==> config.mk <==
export PLATFORM = sky130hd
export DESIGN_NAME = timer_set
export DESIGN_NICKNAME = d
export VERILOG_FILES = /design/src/hdl/timer_set.v
export VERILOG_INCLUDE_DIRS = /design/src /design/src/include
export SDC_FILE = /design/constraint.sdc
export NUM_CORES = 1
export LEC_CHECK = 0
export BUFFER_PORTS_ARGS = -buffer_cell sky130_fd_sc_hd__clkbuf_2
export CORE_ASPECT_RATIO = 0.8
export CORE_MARGIN = 8
export CORE_UTILIZATION = 30
export CTS_CLUSTER_DIAMETER = 150
export DETAILED_ROUTE_END_ITERATION = 12
export GPL_TIMING_DRIVEN = 0
export SYNTH_ARGS = -nofsm -noshare
export SYNTH_HDL_FRONTEND = slang
export SYNTH_SLANG_ARGS = --single-unit
==> constraint.sdc <==
create_clock -name mclk -period 19 [get_ports mclk]
set_input_delay 2.85 -clock mclk [delete_from_list [all_inputs] [get_ports mclk]]
set_output_delay 2.85 -clock mclk [all_outputs]
set_load 0.01 [all_outputs]
==> src/include/timer_set_regs.vh <==
`ifndef TIMER_SET_REGS_VH
`define TIMER_SET_REGS_VH

// ****************************************
// register map
// ****************************************
// each timer owns a 32-byte slot: index = addr[7:5]
`define TMR_SLOT_LSB      5
`define TMR_SLOT_MSB      7
`define TMR_NUM           5
// word select inside a slot: addr[4:2]
`define TMR_CON_SEL       3'h0
`define TMR_CNT_SEL       3'h1
`define TMR_PER_SEL       3'h2
// slot 5 word 0 holds the match flags
`define TMR_STATUS_SLOT   3'h5
`define TMR_STATUS_ADDR   8'hA0

// ****************************************
// control field layout
// ****************************************
`define CON_SRC_BIT       1
`define CON_SYNC_BIT      2
`define CON_PAIR_BIT      3
`define CON_PRE_LSB       4
`define CON_PRE_MSB       5
`define CON_GATE_BIT      6
`define CON_ON_BIT        15
`define CON_WRITE_MASK    16'h807E

// ****************************************
// reset values
// ****************************************
`define CON_RESET         16'h0000
`define CNT_RESET         16'h0000
`define PER_RESET         16'hFFFF
`define FLAGS_RESET       5'h00

// ****************************************
// prescaler terminal counts (1, 8, 64, 256)
// ****************************************
`define PRE_LAST_1        8'h00
`define PRE_LAST_8        8'h07
`define PRE_LAST_64       8'h3F
`define PRE_LAST_256      8'hFF

// ****************************************
// bus answers
// ****************************************
`define RESP_OKAY         2'h0
`define RESP_SLVERR       2'h2

`endif

==> src/hdl/timer_set.v <==
`timescale 1ns/1ns
`include "timer_set_regs.vh"

module timer_set (
    // clock and reset
    input  wire        mclk,
    input  wire        rst,
    // axi4-lite write address
    input  wire [7:0]  s_axi_awaddr,
    input  wire        s_axi_awvalid,
    output reg         s_axi_awready,
    // axi4-lite write data
    input  wire [31:0] s_axi_wdata,
    input  wire [3:0]  s_axi_wstrb,
    input  wire        s_axi_wvalid,
    output reg         s_axi_wready,
    // axi4-lite write response
    output reg  [1:0]  s_axi_bresp,
    output reg         s_axi_bvalid,
    input  wire        s_axi_bready,
    // axi4-lite read address
    input  wire [7:0]  s_axi_araddr,
    input  wire        s_axi_arvalid,
    output reg         s_axi_arready,
    // axi4-lite read data
    output reg  [31:0] s_axi_rdata,
    output reg  [1:0]  s_axi_rresp,
    output reg         s_axi_rvalid,
    input  wire        s_axi_rready,
    // external count clocks and gates, one per timer (0 = standalone)
    input  wire [4:0]  extCountClockPin,
    input  wire [4:0]  gatePin,
    // time base toward capture and compare units
    output reg  [15:0] timeBaseLow,
    output reg  [15:0] timeBaseHigh,
    // event outputs
    output reg         converterTrigger,
    output reg  [3:0]  dmaRequest,
    output reg  [4:0]  matchFlags
);

    // ****************************************
    // storage
    // ****************************************
    reg  [15:0] con_reg [0:4];
    reg  [15:0] cnt_reg [0:4];
    reg  [15:0] per_reg [0:4];
    reg  [7:0]  pre_reg [0:4];
    reg  [15:0] cnt_next [0:4];
    reg  [7:0]  pre_next [0:4];
    reg  [4:0]  extMeta_reg;
    reg  [4:0]  extSync_reg;
    reg  [4:0]  extPrev_reg;
    reg  [4:0]  gateMeta_reg;
    reg  [4:0]  gateSync_reg;
    reg  [4:0]  syncStage_reg;
    reg  [4:0]  rawEvent;
    reg  [4:0]  preTick;
    reg  [4:0]  tick;
    reg  [4:0]  matchNow;
    reg  [31:0] count32;
    reg  [31:0] period32;
    reg  [7:0]  awAddr_reg;
    reg  [31:0] wData_reg;
    reg  [3:0]  wStrb_reg;
    reg         awHeld_reg;
    reg         wHeld_reg;
    wire [2:0]  wSlot;
    wire [2:0]  wSel;
    wire [2:0]  rSlot;
    wire [2:0]  rSel;
    wire        doWrite;
    wire [4:0]  flagClear;
    integer     i;
    integer     j;
    integer     k;
    integer     p;

    // ****************************************
    // helpers
    // ****************************************
    // terminal count of the prescaler for a ratio field
    function [7:0] preLast;
        input [1:0] sel;
        begin
            case (sel)
                2'h0:    preLast = `PRE_LAST_1;
                2'h1:    preLast = `PRE_LAST_8;
                2'h2:    preLast = `PRE_LAST_64;
                default: preLast = `PRE_LAST_256;
            endcase
        end
    endfunction

    // merge the low two byte lanes into a 16-bit register
    function [15:0] laneMerge;
        input [15:0] old;
        input [31:0] data;
        input [3:0]  strb;
        begin
            laneMerge = {strb[1] ? data[15:8] : old[15:8], strb[0] ? data[7:0] : old[7:0]};
        end
    endfunction

    // true when a low timer pairs up with its high neighbour
    function pairOn;
        input [15:0] lowCon;
        begin
            pairOn = lowCon[`CON_PAIR_BIT];
        end
    endfunction

    // ****************************************
    // pin synchronisers
    // ****************************************
    // two stages on every pin; prev stage only for edge detect
    always @(posedge mclk or posedge rst) begin
        if (rst) begin
            extMeta_reg  <= 5'h00;
            extSync_reg  <= 5'h00;
            extPrev_reg  <= 5'h00;
            gateMeta_reg <= 5'h00;
            gateSync_reg <= 5'h00;
        end else begin
            extMeta_reg  <= extCountClockPin;
            extSync_reg  <= extMeta_reg;
            extPrev_reg  <= extSync_reg;
            gateMeta_reg <= gatePin;
            gateSync_reg <= gateMeta_reg;
        end
    end

    // ****************************************
    // count events and prescalers
    // ****************************************
    // raw event per timer, then prescaled tick, then optional sync stage
    always @* begin
        for (i = 0; i < `TMR_NUM; i = i + 1) begin
            pre_next[i] = pre_reg[i];
            rawEvent[i] = 1'b0;
            if (con_reg[i][`CON_ON_BIT]) begin
                if (con_reg[i][`CON_SRC_BIT])
                    rawEvent[i] = extSync_reg[i] & ~extPrev_reg[i];
                else if (con_reg[i][`CON_GATE_BIT])
                    rawEvent[i] = gateSync_reg[i];
                else
                    rawEvent[i] = 1'b1;
            end
            preTick[i] = rawEvent[i] && (pre_reg[i] == preLast(con_reg[i][`CON_PRE_MSB:`CON_PRE_LSB]));
            if (rawEvent[i])
                pre_next[i] = preTick[i] ? 8'h00 : pre_reg[i] + 8'h01;
            // sync only for counter mode; paired timers always synchronous
            if (con_reg[i][`CON_SRC_BIT] && (con_reg[i][`CON_SYNC_BIT] || i != 0))
                tick[i] = syncStage_reg[i];
            else
                tick[i] = preTick[i];
        end
    end

    // ****************************************
    // counters and period match
    // ****************************************
    // 16-bit counting per timer, pairs override when joined
    always @* begin
        matchNow = 5'h00;
        count32  = 32'h0000_0000;
        period32 = 32'h0000_0000;
        for (j = 0; j < `TMR_NUM; j = j + 1) begin
            cnt_next[j] = cnt_reg[j];
            if (tick[j]) begin
                if (cnt_reg[j] == per_reg[j]) begin
                    cnt_next[j] = 16'h0000;
                    matchNow[j] = 1'b1;
                end else begin
                    cnt_next[j] = cnt_reg[j] + 16'h0001;
                end
            end
        end
        for (p = 1; p < `TMR_NUM; p = p + 2) begin
            if (pairOn(con_reg[p])) begin
                matchNow[p]   = 1'b0;
                matchNow[p+1] = 1'b0;
                cnt_next[p+1] = cnt_reg[p+1];
                count32  = {cnt_reg[p+1], cnt_reg[p]};
                period32 = {per_reg[p+1], per_reg[p]};
                if (tick[p]) begin
                    if (count32 == period32) begin
                        cnt_next[p]   = 16'h0000;
                        cnt_next[p+1] = 16'h0000;
                        matchNow[p+1] = 1'b1;
                    end else begin
                        {cnt_next[p+1], cnt_next[p]} = count32 + 32'h0000_0001;
                    end
                end
            end
        end
    end

    // ****************************************
    // bus decode
    // ****************************************
    assign wSlot     = awAddr_reg[`TMR_SLOT_MSB:`TMR_SLOT_LSB];
    assign wSel      = awAddr_reg[4:2];
    assign rSlot     = s_axi_araddr[`TMR_SLOT_MSB:`TMR_SLOT_LSB];
    assign rSel      = s_axi_araddr[4:2];
    assign doWrite   = awHeld_reg && wHeld_reg && !s_axi_bvalid;
    assign flagClear = (doWrite && awAddr_reg == `TMR_STATUS_ADDR && wStrb_reg[0]) ? wData_reg[4:0] : 5'h00;

    // ****************************************
    // timer state and register writes
    // ****************************************
    // bus write wins over the counter for the same register
    always @(posedge mclk or posedge rst) begin
        if (rst) begin
            for (k = 0; k < `TMR_NUM; k = k + 1) begin
                con_reg[k] <= `CON_RESET;
                cnt_reg[k] <= `CNT_RESET;
                per_reg[k] <= `PER_RESET;
                pre_reg[k] <= 8'h00;
            end
            syncStage_reg <= 5'h00;
            matchFlags    <= `FLAGS_RESET;
        end else begin
            syncStage_reg <= preTick;
            matchFlags    <= (matchFlags & ~flagClear) | matchNow;
            for (k = 0; k < `TMR_NUM; k = k + 1) begin
                cnt_reg[k] <= cnt_next[k];
                pre_reg[k] <= pre_next[k];
                if (doWrite && wSlot == k) begin
                    if (wSel == `TMR_CON_SEL)
                        con_reg[k] <= laneMerge(con_reg[k], wData_reg, wStrb_reg) & `CON_WRITE_MASK;
                    if (wSel == `TMR_CNT_SEL)
                        cnt_reg[k] <= laneMerge(cnt_reg[k], wData_reg, wStrb_reg);
                    if (wSel == `TMR_PER_SEL)
                        per_reg[k] <= laneMerge(per_reg[k], wData_reg, wStrb_reg);
                end
            end
        end
    end

    // ****************************************
    // event outputs
    // ****************************************
    // registered pulses and time base copies
    always @(posedge mclk or posedge rst) begin
        if (rst) begin
            converterTrigger <= 1'b0;
            dmaRequest       <= 4'h0;
            timeBaseLow      <= 16'h0000;
            timeBaseHigh     <= 16'h0000;
        end else begin
            converterTrigger <= matchNow[2] | matchNow[4];
            dmaRequest       <= matchNow[4:1];
            timeBaseLow      <= cnt_next[1];
            timeBaseHigh     <= cnt_next[2];
        end
    end

    // ****************************************
    // axi4-lite write channel
    // ****************************************
    // address and data taken in either order, response after both
    always @(posedge mclk or posedge rst) begin
        if (rst) begin
            s_axi_awready <= 1'b0;
            s_axi_wready  <= 1'b0;
            s_axi_bvalid  <= 1'b0;
            s_axi_bresp   <= `RESP_OKAY;
            awHeld_reg    <= 1'b0;
            wHeld_reg     <= 1'b0;
            awAddr_reg    <= 8'h00;
            wData_reg     <= 32'h0000_0000;
            wStrb_reg     <= 4'h0;
        end else begin
            s_axi_awready <= !awHeld_reg && !(s_axi_awvalid && s_axi_awready) && !s_axi_bvalid;
            s_axi_wready  <= !wHeld_reg && !(s_axi_wvalid && s_axi_wready) && !s_axi_bvalid;
            if (s_axi_awvalid && s_axi_awready) begin
                awHeld_reg <= 1'b1;
                awAddr_reg <= s_axi_awaddr;
            end
            if (s_axi_wvalid && s_axi_wready) begin
                wHeld_reg <= 1'b1;
                wData_reg <= s_axi_wdata;
                wStrb_reg <= s_axi_wstrb;
            end
            if (doWrite) begin
                awHeld_reg   <= 1'b0;
                wHeld_reg    <= 1'b0;
                s_axi_bvalid <= 1'b1;
                if ((wSlot < `TMR_NUM && wSel <= `TMR_PER_SEL) || awAddr_reg == `TMR_STATUS_ADDR)
                    s_axi_bresp <= `RESP_OKAY;
                else
                    s_axi_bresp <= `RESP_SLVERR;
            end else if (s_axi_bvalid && s_axi_bready) begin
                s_axi_bvalid <= 1'b0;
            end
        end
    end

    // ****************************************
    // axi4-lite read channel
    // ****************************************
    // one read at a time, data one cycle after the address
    always @(posedge mclk or posedge rst) begin
        if (rst) begin
            s_axi_arready <= 1'b0;
            s_axi_rvalid  <= 1'b0;
            s_axi_rdata   <= 32'h0000_0000;
            s_axi_rresp   <= `RESP_OKAY;
        end else begin
            s_axi_arready <= !s_axi_rvalid && !(s_axi_arvalid && s_axi_arready);
            if (s_axi_arvalid && s_axi_arready) begin
                s_axi_rvalid <= 1'b1;
                s_axi_rresp  <= `RESP_OKAY;
                s_axi_rdata  <= 32'h0000_0000;
                if (s_axi_araddr == `TMR_STATUS_ADDR)
                    s_axi_rdata <= {27'h0000000, matchFlags};
                else if (rSlot < `TMR_NUM && rSel == `TMR_CON_SEL)
                    s_axi_rdata <= {16'h0000, con_reg[rSlot]};
                else if (rSlot < `TMR_NUM && rSel == `TMR_CNT_SEL)
                    s_axi_rdata <= {16'h0000, cnt_reg[rSlot]};
                else if (rSlot < `TMR_NUM && rSel == `TMR_PER_SEL)
                    s_axi_rdata <= {16'h0000, per_reg[rSlot]};
                else
                    s_axi_rresp <= `RESP_SLVERR;
            end else if (s_axi_rvalid && s_axi_rready) begin
                s_axi_rvalid <= 1'b0;
            end
        end
    end

endmodule // timer_set

; Word-level counts from Yosys, hierarchy flattened
; Index checks and enable logic that the tools add are counted.
[totals]
register_bits = 376
latchBits = 0
mem_bits_rw = 0
romBits = 0
in_bits = 69
out_inout_bits = 83
wordCells = 302
memories = 0
[classes]
n_addsub = 12
mul = 0
n_div = 0
order_cmp = 4
n_eq_ne = 42
shift = 0
mux = 101
n_bitwise = 15
reduce_logical = 69
[op_table]
columns = cell, count
row1 = $mux 16, 30
row2 = $mux 32, 6
row3 = $bmux 16 s3, 3
row4 = $pmux 8 s3, 5
row5 = $add 16x1->16 const B, 5
row6 = $eq 16x16->1, 5
row7 = $add 32x1->32 const B, 2
row8 = $eq 32x32->1, 2
row9 = $reduce_and 3->1, 20
row10 = $mux 8, 7
row11 = $mux 1, 42
row12 = $add 8x1->8 const B, 5
row13 = $eq 8x8->1, 5
row14 = $ne 3x3->1 const B, 10
row15 = $logic_and 1x1->1, 29
row16 = $eq 8x8->1 const B, 2
row17 = $mux 2, 7
row18 = $eq 3x2->1 const B, 4
row19 = $eq 2x1->1 const B, 5
row20 = $eq 2x2->1 const B, 5
row21 = $logic_not 2->1, 5
row22 = $eq 3x1->1 const B, 3
row23 = $logic_not 3->1, 3
row24 = $reduce_bool 2->1, 4
row25 = 14 further kinds, 29

; Logic depth before layout (Yosys ltp)
; Gate-level depths: netlist of run 1.
[logic_depth]
ltp_word = 11
mapped_depth = 12
ltp_nobuf = 9

; Least setup slack after synthesis of run 1
; OpenSTA, ideal clock, no wires.
[synth_timing]
path_type = input -> register
startpoint = in s_axi_araddr[5]
endpoint = reg s_axi_rdata[0]
setup_time_ns = 0.124
t_arrival_ns = 4.898
required_time_ns = 18.876
path_slack_ns = 13.978
cell_stages = 8
n_path_buf = 3
cell_sequence = clkbuf_1 > buf_1 > clkbuf_1 > mux4_2 > a22oi_1 > o22ai_1 > nand2_1 > nand3_1
[synth_via]
elab_chain_len = 8
elab_cells_between_ends = 19
cone_classes = 1 x order compare / 1 x eq/ne / 13 x mux / 1 x bitwise / 3 x reduce/logical
[synth_rtl]
columns = element, line
row1 = "start, declared", timer_set.v:22  ; input wire [7:0] s_axi_araddr,
row2 = $not 3->4 (implied by the code), "timer_set.v:319, timer_set.v:321, timer_set.v:323"
row3 = $bmux 16 s3, timer_set.v:323  ; s_axi_rdata <= {16'h0000, per_reg[rSlot]};
row4 = $mux 16 (implied by the code) (2 in series), timer_set.v:323
row5 = $mux 16, timer_set.v:322  ; else if (rSlot < `TMR_NUM && rSel == `TMR_PER_SEL)
row6 = $mux 16, timer_set.v:320  ; else if (rSlot < `TMR_NUM && rSel == `TMR_CNT_SEL)
row7 = $mux 16, timer_set.v:318  ; else if (rSlot < `TMR_NUM && rSel == `TMR_CON_SEL)
row8 = $mux 16 (*), timer_set.v:316  ; if (s_axi_araddr == `TMR_STATUS_ADDR)
row9 = "end signal, assigned", timer_set.v:317  ; s_axi_rdata <= {27'h0000000, matchFlags};
row10 = "end signal, assigned", timer_set.v:319  ; s_axi_rdata <= {16'h0000, con_reg[rSlot]};
row11 = "end signal, assigned", timer_set.v:321  ; s_axi_rdata <= {16'h0000, cnt_reg[rSlot]};
row12 = "end, declared", timer_set.v:26  ; output reg [31:0] s_axi_rdata,
; Every way passes the cells marked *; elsewhere a longest branch is shown, timed or not. The select of a mux whose other input is x is not followed.
; A chain may end at the register's enable or synchronous reset.

; Worst setup path after layout of run 1
[layout_timing]
startpoint = in s_axi_araddr[5]
endpoint = reg s_axi_rdata[7]
; The elaborated chain is that of the path after synthesis.

==> results.yml, run 1 <==
timing:
  hold_violations: 0
  skew_ns: 0.0347
  slew_headroom_pct: 2.83
  min_period_ns: 5.53
  rsz0062_at_grt: "false"
  setup_viol: 0
  slew_violations: 0
  timing.fmax_mhz: 181
  worstMarginPinSlew_ns: 1.44
  finalSetupTns_ns: 0
  post-route-period-util_pct: 29.1
worst_setup_path:
  cp_max_fo: 10
  required_ns: 19.45
  setup.worst_path.end_class: "flip-flop"
  start_kind: "primary input"
  critPathArrivalTime_ns: 5.97
  critPathKind: "primary input to flip-flop"
clocking:
  cts_tree: "built"
  cts_resized: 0
  htreeDepth: 2
  clkTransAtPathRegs_ns: 0.06
  clockBufferDepth: 3
  post_cts_buffers: 0
  cts_root_buf: "clkbuf_16"
  cts_sinks: 358
  clock_latency_ns: 0.58
  cts_buffers: 40
  holdBufCountCts: 0
global_routing:
  grt_use_total_pct: 19.0
  grt_pass1_wl_mm: 107
  grt_max_degree: 126
  grt_pass1_vias: 16400
  grt_overflow: 0
  antenna_found_initial: 1
power_and_ir_drop:
  switching_share_pct: 40.7
  intPower_w: 0.00189
  power.density_nw_per_um2: 139
  clkPwrFrac_pct: 25.2
  comb_power_share_pct: 36.3
  p_switching_w: 0.00130
  leakage_nw: 9.77
  peakVddDrop_v: 0.0000705
  p_seq_share_pct: 38.5
final_layout:
  syn_to_final_growth_pct: 15.8
  layout-drive-gt1-share_pct: 23.2
  fin_util_pct: 35.0
  final_nets: 2180
  n_fill_cell: 6566
  antennaDiodeCount: 0
synthesis:
  synth_top_family_by_area: "simple AND/OR/NAND/NOR gates"
  synth_compound_area_share_pct: 14.9
  synthXorXnorAreaFrac_pct: 5.62
  syn_inst: 1926
  synth_area_um2: 19800
  synth_top_area_share_pct: 35.1
  seq_area_frac_synth_pct: 45.8
  ys_warn_count: 0
  synth.area.mux_share_pct: 13.7
  synth_enable_flop_cells: 0
  ys_ff_latch: 358
  syn_avg_cell_area_um2: 10.3
  synthAdderAreaFrac_pct: 0.632
  synth.distinct_cells: 91
  ys_top_cells_by_area: "dfrtp_1 35%, dfstp_2 11%, mux2_2 8.2%"
  synth_top_area_cell: "dfrtp_1"
  synth_ff_type: "dfrtp_1"
  synthArstFlopShare_pct: 100
  synthSimpleGateAreaFrac_pct: 15.2
drt:
  drt_iter0_markers: 1944
  vias: 16900
  vias_per_cell: 5.64
  final_antenna_net_count: 0
  wl_per_cell_um: 24.3
  finalWirelength_mm: 72.6
  route.detailed.drc: 0
  first_pass_iters: 6
floorplan:
  fp.dieH_um: 246
  io_pins: 152
  core.rowCount: 84
  initial_utilization_pct: 30.2
  dieArea_um2: 74500
  die_w_um: 303
  core_area_um2: 65500
run_status:
  outcome: "complete, no violations"
placed_design:
  hpwl_mm: 55.2
  io_buffers: 113
  gp_congestion: 0.948
min_path:
  hold_class: "flip-flop to flip-flop"
job:
  max_cap_viol_count: 0
-- power by group through the flow --
stage,combinational (W),clock (W),sequential [W]
after floorplan,0.000713,0,0.00114
after global placement,0.00111,0,0.00122
after detailed placement,0.00113,0,0.00123
after CTS,0.00113,0.000823,0.00122
after global routing,0.00123,0.000854,0.00125
final,0.00116,0.000802,0.00123
-- kinds of logic after synthesis --
group           Yosys count
simple gates            599
buf+inv                 192
xor+xnor                127
flops                   358
fa+ha+maj                10
compound gates          427
other cells               1
mux                     212
-- worst paths after layout --
kind | cells past startpoint | start | end | slack [ns]
max in group asynchronous | 4 | rst | cnt_reg[70] | 15.46
setup / recovery | 9 | s_axi_araddr[5] | s_axi_rdata[7] | 13.47
setup reg to reg | 10 | cnt_reg[51] | cnt_reg[52] | 14.94
hold / removal | 0 | gateMeta_reg[2] | gateSync_reg[2] | 0.35
hold reg to reg | 0 | gateMeta_reg[2] | gateSync_reg[2] | 0.35
min in group asynchronous | 2 | rst | pre_reg[5] | 2.17
-- cells in the final DEF, fill, tap and decap left out, types with 20 or more instances in the layout --
cell type and count:
mux2_2 145, nand2b_1 33, inv_1 38, xor2_1 67, nand2_1 173, nor4_1 28, a22oi_1 29, a31oi_1 20
clkbuf_1 126, xnor2_1 60, clkbuf_2 113, clkbuf_16 41, and3_1 28, nand3_1 83, mux4_2 31, o21a_1 20
nand4_1 28, a21oi_1 49, dfrtp_1 278, nor3_1 36, dfstp_2 80, mux2i_1 35, o21ai_0 103, nor2_1 107
o22ai_1 36
-- cells in the mapped netlist, types with 33 or more instances --
cell / count
nand2_1: 173
dfstp_2: 80
inv_1: 39
clkbuf_1: 115
nand3_1: 83
nor3_1: 36
mux2i_1: 35
o21ai_0: 103
o22ai_1: 36
mux2_2: 145
nor2_1: 107
a21oi_1: 49
xnor2_1: 60
dfrtp_1: 278
nand2b_1: 33
xor2_1: 67
-- worst max-delay path, stage by stage --
cell and delay (ns):
clkbuf_1 0.33, buf_1 0.59, clkbuf_1 0.63, clkbuf_1 0.49, mux2i_1 0.34, o21ai_0 0.12, o21ai_0 0.18, o22ai_1 0.19
a22o_1 0.24
-- area by class of cell --
cell class,instances,area (um2),share of cell area [%]
Clock inverter,8,119,0.518
Buffer,153,684,2.98
Inverter,39,154,0.671
Clock buffer,63,1220,5.31
Tap cell,860,1080,4.69
Multi-Input combinational cell,1393,9970,43.5
Sequential cell,358,9060,39.5
Timing Repair Buffer,116,648,2.83
-- through the flow --
stage	std cells	total power [W]	instance area, um2	worst slack (ns)	hold WS [ns]
finish	2990	0.00319	22900	13.47	0.347
global route	2990	0.00333	22900	13.25	0.360
CTS	2990	0.00317	22900	13.51	0.349
detailed placement	2919	0.00236	21600	12.94	0.336
global placement	2916	0.00233	21500	2.11	0.337
floorplan	1943	0.00186	19900	6.35	0.331
-- metal layers --
metal	wire length (um)	global-route usage, %	vias up
met4	1760	5.12	0
met1	32900	27.7	8545
met5	0	0	-
met3	7200	4.62	107
met2	30800	27.8	833
li1	-	-	7377
No activity file was read; power rests on OpenSTA's default activity.
==> inputs of run 2 (changes only) <==
==> constraint.sdc (replaced) <==
create_clock -name mclk -period 4.5 [get_ports mclk]
set_input_delay 0.675 -clock mclk [delete_from_list [all_inputs] [get_ports mclk]]
set_output_delay 0.675 -clock mclk [all_outputs]
set_load 0.01 [all_outputs]
==> results.yml, run 2 (same netlist as run 1, synthesis figures left out) <==
floorplan:
  die_w_um: 303
  core_area_um2: 65500
  dieArea_um2: 74500
  initial_utilization_pct: 30.2
  io_pins: 152
  fp.dieH_um: 246
  core.rowCount: 84
job:
  max_cap_viol_count: 0
global_routing:
  grt_max_degree: 42
  grt_use_total_pct: 19.2
  grt_pass1_vias: 16300
  antenna_found_initial: 5
  grt_pass1_wl_mm: 108
  grt_overflow: 0
final_layout:
  final_nets: 2186
  layout-drive-gt1-share_pct: 23.6
  layout_common_cells: "278 x dfrtp_1, 173 x nand2_1, 145 x mux2_2"
  mostFrequentLayoutCell: "dfrtp_1"
  syn_to_final_growth_pct: 16.1
  fin_cells: 2999
power_and_ir_drop:
  comb_power_share_pct: 36.5
  power.density_nw_per_um2: 582
  intPower_w: 0.00786
  switching_share_pct: 41.2
  power.total_w: 0.0134
  p_switching_w: 0.00552
  leakage_nw: 9.78
  p_seq_share_pct: 38.9
  clkPwrFrac_pct: 24.7
  peakVddDrop_v: 0.000299
worst_setup_path:
  critPathArrivalTime_ns: 4.48
  r2r_cells: 10
  required_ns: 4.95
  path_cells: "clkbuf_1, xnor2_1, nand4_1, nor4_1, o21ai_1, nand2b_1, clkbuf_1, or3_1, o21ai_0, mux2_2"
  crit_path_end: "cnt_reg[52]"
  start_kind: "flip-flop"
  reg2reg_to: "cnt_reg[52]"
  startpoint: "cnt_reg[51]"
  cp_max_fo: 8
  cp_common_cell: "clkbuf_1"
  crit_family: "simple AND/OR/NAND/NOR gates"
  worst_path_largest_cell_delay_ns: 0.96
  critPathKind: "flip-flop to flip-flop"
  cp_num_cells: 10
  cp_slowest_cell: "nor4_1"
  r2r_slack_ns: 0.47
  setup.worst_path.end_class: "flip-flop"
  worst_r2r_startpoint: "cnt_reg[51]"
  critPathBufInv: 2
drt:
  finalWirelength_mm: 72.8
  vias: 16700
  first_pass_iters: 5
  final_antenna_net_count: 0
  wl_per_cell_um: 24.3
  vias_per_cell: 5.57
  drt_iter0_markers: 1706
  route.detailed.drc: 0
timing:
  min_period_ns: 4.03
  slew_violations: 0
  setup_viol: 0
  slew_headroom_pct: 14.6
  post-route-period-util_pct: 89.5
  worstMarginPinSlew_ns: 1.26
  timing.fmax_mhz: 248
  rsz0062_at_grt: "false"
  skew_ns: 0.0209
  hold_violations: 0
placed_design:
  hpwl_mm: 56.1
  dp_cells: 2925
  gp_congestion: 0.920
  io_buffers: 113
clocking:
  clkTransAtPathRegs_ns: 0.06
  htreeDepth: 2
  clockBufferDepth: 3
  clock_latency_ns: 0.58
  holdBufCountCts: 0
  cts_root_buf: "clkbuf_16"
  cts_resized: 0
  cts_sinks: 358
  cts_tree: "built"
  cts_buffers: 40
  post_cts_buffers: 0
run_status:
  outcome: "complete, no violations"
min_path:
  hold_class: "primary input to async pin"
==> run 2: final cells by class <==
cell class / instances / area [um2]
fill: 6534 / 42500
tap: 860 / 1080
antenna: 1 / 2.50
timing repair buffer: 122 / 746
buffer: 153 / 684
multi-input combinational: 1393 / 9970
clock inverter: 16 / 128
sequential: 358 / 9060
inverter: 39 / 150
clock buffer: 57 / 1180
==> run 2: power groups by stage <==
stage,registers [W],clock network [W],logic [W]
2_1_floorplan,0.00483,0,0.00301
3_3_place_gp,0.00518,0,0.00469
3_5_place_dp,0.00520,0,0.00476
4_1_cts,0.00516,0.00337,0.00478
5_1_grt,0.00529,0.00350,0.00519
6_report,0.00520,0.00330,0.00488
==> run 2: worst min path at each step <==
stage,start,to,slack [ns]
after detailed placement,gateMeta_reg[2],gateSync_reg[2],0.34
after floorplan,extMeta_reg[0],extSync_reg[0],0.33
final,rst,extMeta_reg[3],0.12
after global routing,rst,extMeta_reg[3],0.14
after CTS,rst,extMeta_reg[3],0.1
after global placement,gateMeta_reg[2],gateSync_reg[2],0.34
==> run 2: through the flow <==
step	TNS [ns]	utilization (%)	setup WS [ns]	hold slack (ns)	instance area, um2
6_report	0	35.1	0.471	0.117	23000
5_1_grt	0	35.1	0.292	0.143	23000
4_1_cts	0	35.1	0.577	0.100	23000
3_5_place_dp	0	33.1	0.507	0.336	21700
3_3_place_gp	-1002.67	32.8	-3.27	0.337	21500
2_1_floorplan	-252.42	-	-0.908	0.331	19900
==> run 2: layer usage <==
metal,up-vias,global-route usage (%),wire length [um]
met5,-,0,0
li1,7383,-,-
met3,106,4.73,6700
met2,768,28.3,31200
met4,0,4.74,1600
met1,8439,27.9,33300
